## src/rtl/stc_pkg.sv

```systemverilog
// ==========================================================
// Timing base
package stc_pkg;
   localparam int CLK_PERIOD_NS = 10;
   localparam int SAMPLE_INTERVAL_NS = 20000;
   localparam int NUM_PHASES = 10;
   localparam int INTERVAL_CYC = SAMPLE_INTERVAL_NS / CLK_PERIOD_NS;
   localparam int FAST_DIV = 4;
   localparam int SLOW_DIV = 2;
   localparam int MID_DIV = INTERVAL_CYC / (NUM_PHASES * FAST_DIV * SLOW_DIV);
   localparam int CYC_PER_MS = 1000000 / CLK_PERIOD_NS;
   localparam int STRETCH_MS = 50;
   // ==========================================================
   // Phase decode points
   localparam logic [3:0] PH_ZERO = 4'h0;
   localparam logic [3:0] PH_GATE_LO = 4'h1;
   localparam logic [3:0] PH_GATE_HI = 4'h6;
   localparam logic [3:0] PH_FIVE = 4'h5;
   localparam logic [3:0] PH_WRITE = 4'h8;
   localparam logic [3:0] PH_NINE = 4'h9;
   // ==========================================================
   // Sample code and level thresholds
   localparam int CODE_W = 10;
   localparam int DLY_W = 16;
   localparam logic [9:0] CODE_MAX = 10'h3FF;
   localparam logic [9:0] THR_PRESENT = 10'h010;
   localparam logic [9:0] THR_NOMINAL = 10'h100;
   localparam logic [9:0] THR_LIMIT = 10'h3F8;
   // ==========================================================
   // Register map
   localparam logic [7:0] A_CTRL = 8'h00;
   localparam logic [7:0] A_STATUS = 8'h04;
   localparam logic [7:0] A_DELAY = 8'h08;
   localparam logic [7:0] A_PRESET = 8'h0C;
   localparam int CTRL_RUN_BIT = 0;
   localparam int CTRL_ZERO_BIT = 1;
   localparam logic [1:0] CTRL_RST = 2'h1;
endpackage

```

## src/rtl/stc_delay_reg.sv

```systemverilog
`timescale 1ns/10ps
// ==========================================================
// Three BCD digits below one binary nibble, up/down by one
module stc_delay_reg (
   input wire logic clk,
   input wire logic rst_b,
   input wire logic step,
   input wire logic up,
   input wire logic zero,
   input wire logic load,
   input wire logic [15:0] load_val,
   output logic [15:0] value
);
   logic [15:0] val_q;
   logic [15:0] val_d;
   logic carry;
   logic [3:0] dig;

   always_comb begin
      val_d = val_q;
      carry = 1'b1;
      dig = 4'h0;
      for (int i = 0; i < 3; i++) begin
         dig = val_q[4*i +: 4];
         if (carry) begin
            if (up) begin
               carry = (dig == 4'h9);
               val_d[4*i +: 4] = carry ? 4'h0 : dig + 4'h1;
            end else begin
               carry = (dig == 4'h0);
               val_d[4*i +: 4] = carry ? 4'h9 : dig - 4'h1;
            end
         end
      end
      if (carry) begin
         val_d[15:12] = up ? val_q[15:12] + 4'h1 : val_q[15:12] - 4'h1;
      end
   end

   always_ff @(posedge clk) begin
      if (!rst_b || zero) begin
         val_q <= '0;
      end else if (load) begin
         val_q <= load_val;
      end else if (step) begin
         val_q <= val_d;
      end
   end

   assign value = val_q;
endmodule

```

## src/rtl/stc_sample_timing.sv

```systemverilog
`timescale 1ns/10ps
// ==========================================================
module stc_sample_timing #(
   parameter int unsigned STRETCH_CYC = stc_pkg::STRETCH_MS * stc_pkg::CYC_PER_MS
) (
   input wire logic CLK_SYS,
   input wire logic RST_B,
   input wire logic HSEL,
   input wire logic [31:0] HADDR,
   input wire logic [1:0] HTRANS,
   input wire logic HWRITE,
   input wire logic [2:0] HSIZE,
   input wire logic [31:0] HWDATA,
   input wire logic HREADY,
   output logic [31:0] HRDATA,
   output logic HREADYOUT,
   output logic HRESP,
   input wire logic COMP_IN,
   input wire logic HALVE_SET_SW,
   input wire logic HALVE_CLR_SW,
   input wire logic FREEZE_SET_SW,
   input wire logic FREEZE_CLR_SW,
   input wire logic RATE_THRESH,
   input wire logic CTRL_POSITIVE,
   input wire logic REMOTE_PRESET,
   input wire logic [15:0] DSEL_I,
   output logic [15:0] DSEL_O,
   output logic DSEL_OE,
   output logic [9:0] MEM_DATA_O,
   output logic MEM_DATA_OE,
   input wire logic [9:0] MEM_RDATA,
   output logic MEM_WE,
   output logic MEM_CE,
   output logic MEM_REFRESH,
   output logic PTR_DEC,
   output logic [3:0] SAMPLE_PHASE,
   output logic [11:0] DAC_WORD,
   output logic PRESENT_LED,
   output logic NOMINAL_LED,
   output logic LIMIT_LED,
   output logic HALVING_IND,
   output logic FREEZE_IND,
   output logic COUNT_UP,
   output logic CAP_DISCHARGE
);
   localparam logic [1:0] FAST_LAST = 2'(stc_pkg::FAST_DIV - 1);
   localparam logic [4:0] MID_LAST = 5'(stc_pkg::MID_DIV - 1);
   localparam int SW = $clog2(STRETCH_CYC + 1);
   localparam logic [SW-1:0] STRETCH_LOAD = SW'(STRETCH_CYC);

   // ==========================================================
   // Input synchronisers
   logic [24:0] sync1_q;
   logic [24:0] sync2_q;
   wire logic [24:0] raw_in = {DSEL_I, REMOTE_PRESET, CTRL_POSITIVE, RATE_THRESH,
      FREEZE_CLR_SW, FREEZE_SET_SW, HALVE_CLR_SW, HALVE_SET_SW, COMP_IN, 1'b0};

   always_ff @(posedge CLK_SYS) begin
      if (!RST_B) begin
         sync1_q <= '0;
         sync2_q <= '0;
      end else begin
         sync1_q <= raw_in;
         sync2_q <= sync1_q;
      end
   end

   wire logic comp_s = sync2_q[1];
   wire logic hset_s = sync2_q[2];
   wire logic hclr_s = sync2_q[3];
   wire logic fset_s = sync2_q[4];
   wire logic fclr_s = sync2_q[5];
   wire logic thr_s = sync2_q[6];
   wire logic pos_s = sync2_q[7];
   wire logic rpre_s = sync2_q[8];
   wire logic [15:0] dsel_s = sync2_q[24:9];

   // ==========================================================
   // Timing chain and phase decode
   logic [1:0] fast_q;
   logic [4:0] mid_q;
   logic slow_q;
   logic [3:0] phase_q;

   wire logic fast_tick = (fast_q == FAST_LAST);
   wire logic mid_tick = fast_tick && (mid_q == MID_LAST);
   wire logic slot_tick = mid_tick && slow_q;
   wire logic [3:0] phase_nxt = (phase_q == stc_pkg::PH_NINE) ? stc_pkg::PH_ZERO : phase_q + 4'h1;
   wire logic enter_zero = slot_tick && (phase_nxt == stc_pkg::PH_ZERO);
   wire logic enter_five = slot_tick && (phase_nxt == stc_pkg::PH_FIVE);
   wire logic enter_nine = slot_tick && (phase_nxt == stc_pkg::PH_NINE);

   always_ff @(posedge CLK_SYS) begin
      if (!RST_B) begin
         fast_q <= '0;
         mid_q <= '0;
         slow_q <= 1'b0;
         phase_q <= stc_pkg::PH_ZERO;
      end else begin
         fast_q <= fast_tick ? 2'h0 : fast_q + 2'h1;
         if (fast_tick) begin
            mid_q <= mid_tick ? 5'h00 : mid_q + 5'h01;
         end
         if (mid_tick) begin
            slow_q <= !slow_q;
         end
         if (slot_tick) begin
            phase_q <= phase_nxt;
         end
      end
   end

   // ==========================================================
   // Conversion counters
   logic [1:0] cfast_q;
   logic [9:0] code_q;
   wire logic gate = comp_s && (phase_q >= stc_pkg::PH_GATE_LO) && (phase_q <= stc_pkg::PH_GATE_HI);
   wire logic code_full = (code_q == stc_pkg::CODE_MAX);

   always_ff @(posedge CLK_SYS) begin
      if (!RST_B || enter_nine) begin
         cfast_q <= '0;
         code_q <= '0;
      end else if (gate) begin
         cfast_q <= cfast_q + 2'h1;
         // Saturate so a long pulse never wraps to a small code
         if (cfast_q == FAST_LAST && !code_full) begin
            code_q <= code_q + 10'h001;
         end
      end
   end

   // ==========================================================
   // Mode latches and memory strobes
   logic halve_q;
   logic freeze_q;
   logic tog_q;
   wire logic in_write = (phase_q == stc_pkg::PH_WRITE);
   wire logic freeze_ctl_n = !freeze_q;
   wire logic we_dec = in_write && slow_q && freeze_ctl_n;
   wire logic ce_dec = in_write && (mid_q != 5'h00);
   wire logic ref_dec = in_write && !slow_q;
   wire logic dec_dec = enter_nine && !(halve_q && tog_q);

   always_ff @(posedge CLK_SYS) begin
      if (!RST_B) begin
         halve_q <= 1'b0;
         freeze_q <= 1'b0;
      end else begin
         // Clear wins when both contacts read closed
         halve_q <= !hclr_s && (halve_q || hset_s);
         freeze_q <= !fclr_s && (freeze_q || fset_s);
      end
   end

   always_ff @(posedge CLK_SYS) begin
      if (!RST_B || !halve_q) begin
         tog_q <= 1'b0;
      end else if (enter_five) begin
         tog_q <= !tog_q;
      end
   end

   always_ff @(posedge CLK_SYS) begin
      if (!RST_B) begin
         MEM_WE <= 1'b0;
         MEM_CE <= 1'b0;
         MEM_REFRESH <= 1'b0;
         PTR_DEC <= 1'b0;
         MEM_DATA_OE <= 1'b0;
         MEM_DATA_O <= '0;
      end else begin
         MEM_WE <= we_dec;
         MEM_CE <= ce_dec;
         MEM_REFRESH <= ref_dec;
         PTR_DEC <= dec_dec;
         MEM_DATA_OE <= in_write;
         MEM_DATA_O <= code_q;
      end
   end

   // ==========================================================
   // Level flags and lamp stretchers
   logic [2:0] flag_q;
   logic [SW-1:0] str_q [3];
   wire logic [2:0] reach = {code_q >= stc_pkg::THR_LIMIT, code_q >= stc_pkg::THR_NOMINAL,
      code_q >= stc_pkg::THR_PRESENT};

   always_ff @(posedge CLK_SYS) begin
      if (!RST_B || enter_zero) begin
         flag_q <= '0;
      end else begin
         flag_q <= flag_q | reach;
      end
   end

   // Counter loads on the phase-nine entry, the sampled form of the inverted phase
   always_ff @(posedge CLK_SYS) begin
      for (int i = 0; i < 3; i++) begin
         if (!RST_B) begin
            str_q[i] <= '0;
         end else if (enter_nine && !flag_q[i]) begin
            str_q[i] <= STRETCH_LOAD;
         end else if (str_q[i] != '0) begin
            str_q[i] <= str_q[i] - SW'(1);
         end
      end
   end

   // ==========================================================
   // Rate synchroniser, clocked on the sampling edge
   logic first_q;
   logic second_q;
   wire logic samp_clk = enter_nine;
   wire logic rate_pulse = samp_clk && first_q && !second_q;

   always_ff @(posedge CLK_SYS) begin
      if (!RST_B) begin
         first_q <= 1'b0;
         second_q <= 1'b0;
      end else if (samp_clk) begin
         first_q <= thr_s && !rate_pulse;
         second_q <= rate_pulse;
      end
   end

   // ==========================================================
   // Register bus slave
   logic wr_q;
   logic [7:0] wa_q;
   logic [31:0] rdata_q;
   logic [1:0] ctrl_q;
   logic [15:0] dly_val;
   wire logic ahb_take = HSEL && HTRANS[1] && HREADY;
   wire logic sw_load = wr_q && (wa_q == stc_pkg::A_PRESET);
   wire logic [31:0] status_w = {6'h00, code_q, 4'h0, phase_q, 1'b0, COUNT_UP, tog_q,
      halve_q, freeze_q, flag_q};
   wire logic [31:0] rd_mux = (HADDR[7:0] == stc_pkg::A_CTRL) ? {30'h0000_0000, ctrl_q} :
      (HADDR[7:0] == stc_pkg::A_STATUS) ? status_w :
      (HADDR[7:0] == stc_pkg::A_DELAY) ? {16'h0000, dly_val} : 32'h0000_0000;

   always_ff @(posedge CLK_SYS) begin
      if (!RST_B) begin
         wr_q <= 1'b0;
         wa_q <= '0;
         rdata_q <= '0;
      end else begin
         wr_q <= ahb_take && HWRITE;
         wa_q <= HADDR[7:0];
         if (ahb_take && !HWRITE) begin
            rdata_q <= rd_mux;
         end
      end
   end

   always_ff @(posedge CLK_SYS) begin
      if (!RST_B) begin
         ctrl_q <= stc_pkg::CTRL_RST;
      end else if (wr_q && wa_q == stc_pkg::A_CTRL) begin
         ctrl_q <= HWDATA[1:0];
      end
   end

   assign HRDATA = rdata_q;
   assign HREADYOUT = 1'b1;
   assign HRESP = 1'b0;

   // ==========================================================
   // Delay register, bus drivers and read latches
   logic bus_en_q;
   logic [5:0] lat_lo_q;
   logic [5:0] lat_hi_q;
   wire logic bus_slot = (phase_q == stc_pkg::PH_NINE) && !slow_q;
   wire logic lat_strobe = bus_slot && mid_tick;
   // Remote preset is only honoured while this end is off the bus
   wire logic bus_load = sw_load || (rpre_s && !bus_en_q);
   wire logic [15:0] load_src = sw_load ? HWDATA[15:0] : dsel_s;

   stc_delay_reg u_dly (
      .clk(CLK_SYS),
      .rst_b(RST_B),
      .step(rate_pulse && ctrl_q[stc_pkg::CTRL_RUN_BIT]),
      .up(pos_s),
      .zero(ctrl_q[stc_pkg::CTRL_ZERO_BIT]),
      .load(bus_load),
      .load_val(load_src),
      .value(dly_val)
   );

   always_ff @(posedge CLK_SYS) begin
      if (!RST_B) begin
         bus_en_q <= 1'b0;
         DSEL_O <= '0;
         lat_lo_q <= '0;
         lat_hi_q <= '0;
      end else begin
         bus_en_q <= bus_slot;
         DSEL_O <= dly_val;
         if (lat_strobe) begin
            lat_lo_q <= MEM_RDATA[5:0];
            lat_hi_q <= {2'h0, MEM_RDATA[9:6]};
         end
      end
   end

   assign DSEL_OE = bus_en_q;
   assign DAC_WORD = {lat_hi_q, lat_lo_q};
   assign SAMPLE_PHASE = phase_q;
   assign PRESENT_LED = (str_q[0] != '0);
   assign NOMINAL_LED = (str_q[1] != '0);
   assign LIMIT_LED = (str_q[2] != '0);
   assign HALVING_IND = halve_q;
   assign FREEZE_IND = freeze_q;
   assign COUNT_UP = pos_s;
   assign CAP_DISCHARGE = second_q;
endmodule

```

## config.mk

```make
export PLATFORM = sky130hd
export DESIGN_NAME = stc_sample_timing
export DESIGN_NICKNAME = d
export VERILOG_FILES = /design/src/rtl/stc_pkg.sv /design/src/rtl/stc_delay_reg.sv /design/src/rtl/stc_sample_timing.sv
export SDC_FILE = /design/constraint.sdc
export NUM_CORES = 1
export LEC_CHECK = 0
export ABC_AREA = 1
export BUFFER_PORTS_ARGS = -buffer_cell sky130_fd_sc_hd__buf_2
export CAP_MARGIN = 20
export CORE_ASPECT_RATIO = 0.7
export CORE_MARGIN = 8
export CORE_UTILIZATION = 40
export DETAILED_ROUTE_END_ITERATION = 12
export HOLD_SLACK_MARGIN = 0.1
export SLEW_MARGIN = 5
export SYNTH_ARGS = -nofsm -noshare
export SYNTH_HDL_FRONTEND = slang
export SYNTH_HIERARCHICAL = 1
export SYNTH_SLANG_ARGS = --single-unit
```

## constraint.sdc

```tcl
create_clock -name CLK_SYS -period 2.78 [get_ports CLK_SYS]
set_input_delay 0.278 -clock CLK_SYS [delete_from_list [all_inputs] [get_ports CLK_SYS]]
set_output_delay 0.278 -clock CLK_SYS [all_outputs]
set_load 0.01 [all_outputs]
```

==> key figures <==
Clock tree
  • CTS resizes: 0
  • Clock Latency Late Sink: 560 ps
  • CTS Root Cell: clkbuf_16
  • Clock slew at reported path FFs: 60 ps
  • Clk sinks: 244
  • H-Tree Depth: 1
  • TritonCTS clock tree: done
  • CTS buffer count: 26
  • Longest Clk Path Bufs: 3
  • Post-CTS Repair Setup Buffers: 0

GRT
  • Vias in the first global route: 9757
  • Grt met3 use: 4.21%
  • Overflow after GRT: 0
  • GR met2 Demand/Resource: 25.4%
  • Initial antenna violation count: 2
  • Gr busiest metal: met2
  • GRT Total Usage: 17.0%
  • First-pass GRT wire length: 50.5 mm
  • Largest net degree at the start of global routing: 89
  • Routing usage on met1: 24.1%

Pwr
  • Lkg Pwr: 7.25 nW
  • Total design power: 11.1 mW
  • Pwr Density: 778 mW/mm^2
  • Max IR drop VDD: 0.420 mV

Synth
  • Post-synth top flop: dfxtp_1
  • Number of synthesized register bits: 244
  • Yosys cell types: 49
  • Sequential-to-total area share from yosys stat: 47.1%
  • Netlist Area Pre-Place: 0.0118 mm^2
  • Avg Cell Area, Syn: 7.42 um^2
  • Mapped Cells: 1597
  • Post-synth EDFFs: 69
  • Ys Warns: 6
  • Async SR Flop Fraction: 0%

Placed design
  • Pre-CTS WS: 615 ps
  • Post-Place Cells: 2090
  • Post-DP HPWL: 22.4 mm
  • Placed Area: 0.0129 mm^2
  • Final Wtd Congestion: 0.887
  • Number of port buffers: 142

Critical path
  • Slowest cell on crit path: edfxtp_1
  • R2R Path Start: fast_q[0]$_SDFF_PP0_
  • Slowest Stage Delay on Critical Path: 440 ps
  • Worst-path fanout max: 5
  • Flop-to-flop setup slack: 640 ps
  • Startpoint type of the worst setup path: register
  • Arrival time at the worst endpoint: 2050 ps
  • R2R cell count: 11
  • CP Class: reg2out
  • Worst R2R End: u_dly/value[0]$_SDFFE_PP0P_
  • Worst Path Required: 2500 ps
  • Worst setup EP type: primary output
  • Most used cell, CP: nand3_1
  • Worst path cell trace: inv_1, ha_1, nand3_1, nor2_1, nand3_1, buf_2

STA
  • Max frequency: 430 MHz
  • Final period util: 83.6%
  • Final Worst Setup Slack: 456 ps
  • Max-slew violations: 0
  • Setup TNS: 0 ps
  • Final setup violation count: 0
  • Actual slew at the worst max-slew pin: 828 ps
  • Clock skew after layout: 29.3 ps
  • RSZ-0062 raised after global routing: false
  • Final Critical Period: 2320 ps
  • WHS: 133 ps
  • Slew margin rel.: 44.8%
  • Final Hold Fails: 0

Detailed routing
  • Drt pass-1 iters: 6
  • Routed WL: 31.0 mm
  • Via count: 10.4k
  • DRT iter0 DRCs: 767
  • Antenna viol nets, final: 0
  • WL per Instance: 14.2 um
  • DRC viols: 0
  • Vias per inst: 4.76

Finish
  • Synth-to-layout area growth: 20.6%
  • Final #Nets: 1910
  • Final Instance Area: 0.0143 mm^2
  • Fraction of layout cells with a size suffix above 1: 15.2%
  • Commonest non-fill, non-tap cells in the layout: nand2_1, nor2_1, inv_1
  • Final Non-Filler Cells: 2186
  • Fin util: 49.3%
  • Most common cell after layout, fill and taps aside: nand2_1

Floorplanning
  • Horiz. Die Dim: 222 um
  • Row cnt: 52
  • Die area: 0.0355 mm^2
  • Height of the die: 160 um
  • Initial Utilization: 40.8%
  • Core Area: 0.0290 mm^2
  • Num ports: 197

Job
  • Max_cap viols: 0

Hold path
  • Hold Crit Class: in2reg
  • Cells on Worst Hold Path: 3
  • WHS Endpoint: wa_q[6]$_SDFF_PN0_
  • Hold_sp: RST_B

Outcome
  • Status: finished clean
state kept, by name (all words and copies together), names as in the netlist, 2 cells and up:
register / flops
DSEL_O: 16
SAMPLE_PHASE: 4
sync1_q: 24
ctrl_q: 2
code_q: 10
flag_q: 3
wa_q: 8
u_dly/value: 16
lat_hi_q: 4
fast_q: 2
mid_q: 5
str_q: 69
MEM_DATA_O: 10
cfast_q: 2
lat_lo_q: 6
HRDATA: 26
sync2_q: 24
cells by family after synthesis:
| group | after synthesis | synth area share, % |
|---|---|---|
| buffers and inverters | 263 | 9.23 |
| AOI/OAI and AO/OA | 144 | 6.51 |
| and+or+nand+nor | 890 | 32.6 |
| other | 2 | 0.0634 |
| DFF | 244 | 47.1 |
| xor gates and xnor gates | 39 | 2.88 |
| adders and majority gates | 15 | 1.65 |
cell usage after synthesis (13+ instances only):
cell type | count | share of area, %
o21ai_0 | 48 | 2.0
nand2_2 | 13 | 0.69
nand4_1 | 20 | 1.1
nand2_1 | 452 | 14
o21ai_1 | 20 | 0.84
nor2_1 | 234 | 7.4
nand3_1 | 102 | 4.3
ha_1 | 14 | 1.5
a21oi_1 | 60 | 2.5
nor2_2 | 20 | 1.1
xor2_1 | 27 | 2.0
inv_1 | 204 | 6.5
buf_2 | 15 | 0.63
edfxtp_1 | 69 | 17
dfxtp_1 | 175 | 30
layer usage:
metal | part of all wire, % | up-vias | routed length, um
met5 | 0.026 | - | 8
met4 | 2.3 | 2 | 704
met3 | 6.5 | 42 | 2020
met2 | 41 | 256 | 12800
met1 | 50 | 4727 | 15400
li1 | - | 5377 | -
what timing repair did:
action                                  4_1_cts  5_1_grt
hold buffers                                 47        0
endpoints found under the setup margin        0        0
hold endpoints to repair                     45        0
critical path: cells and delay by family (launching register included):
kind                       cells  cell delay, ps
buffers and inverters          2             410
and+or+nand+nor                3             480
adders and majority gates      1             180
DFF                            1             440
worst max-delay path by stage:
stage	start	to	slack [ps]	depth (start not counted)
2_1_floorplan	str_q[1][0]$_SDFFCE_PP0P_	str_q[1][0]$_SDFFCE_PP0P_	570	7
3_3_place_gp	fast_q[0]$_SDFF_PP0_	u_dly/value[13]$_SDFFE_PP0P_	660	10
3_5_place_dp	fast_q[0]$_SDFF_PP0_	u_dly/value[5]$_SDFFE_PP0P_	610	11
4_1_cts	str_q[1][0]$_SDFFCE_PP0P_	NOMINAL_LED	470	6
5_1_grt	str_q[1][0]$_SDFFCE_PP0P_	NOMINAL_LED	370	6
6_report	str_q[1][0]$_SDFFCE_PP0P_	NOMINAL_LED	460	6
layout make-up:
class                      instances  area (um^2)
fill                            2855        14700
sequential                       244         5580
multi-input combinational       1098         5210
timing repair buffer             204         1310
inverter                         213          800
clock buffer                      39          793
tap                              378          473
clock inverter                     9          133
antenna                            1         2.50
power by group:
part	total, mW	switching, mW	internal, mW
Sequential	4.52	0.349	4.17
Clock	3.68	1.50	2.18
Combinational	2.92	1.90	1.02
Total	11.1	3.75	7.37
Note: power is estimated with default switching activity, not from simulation.
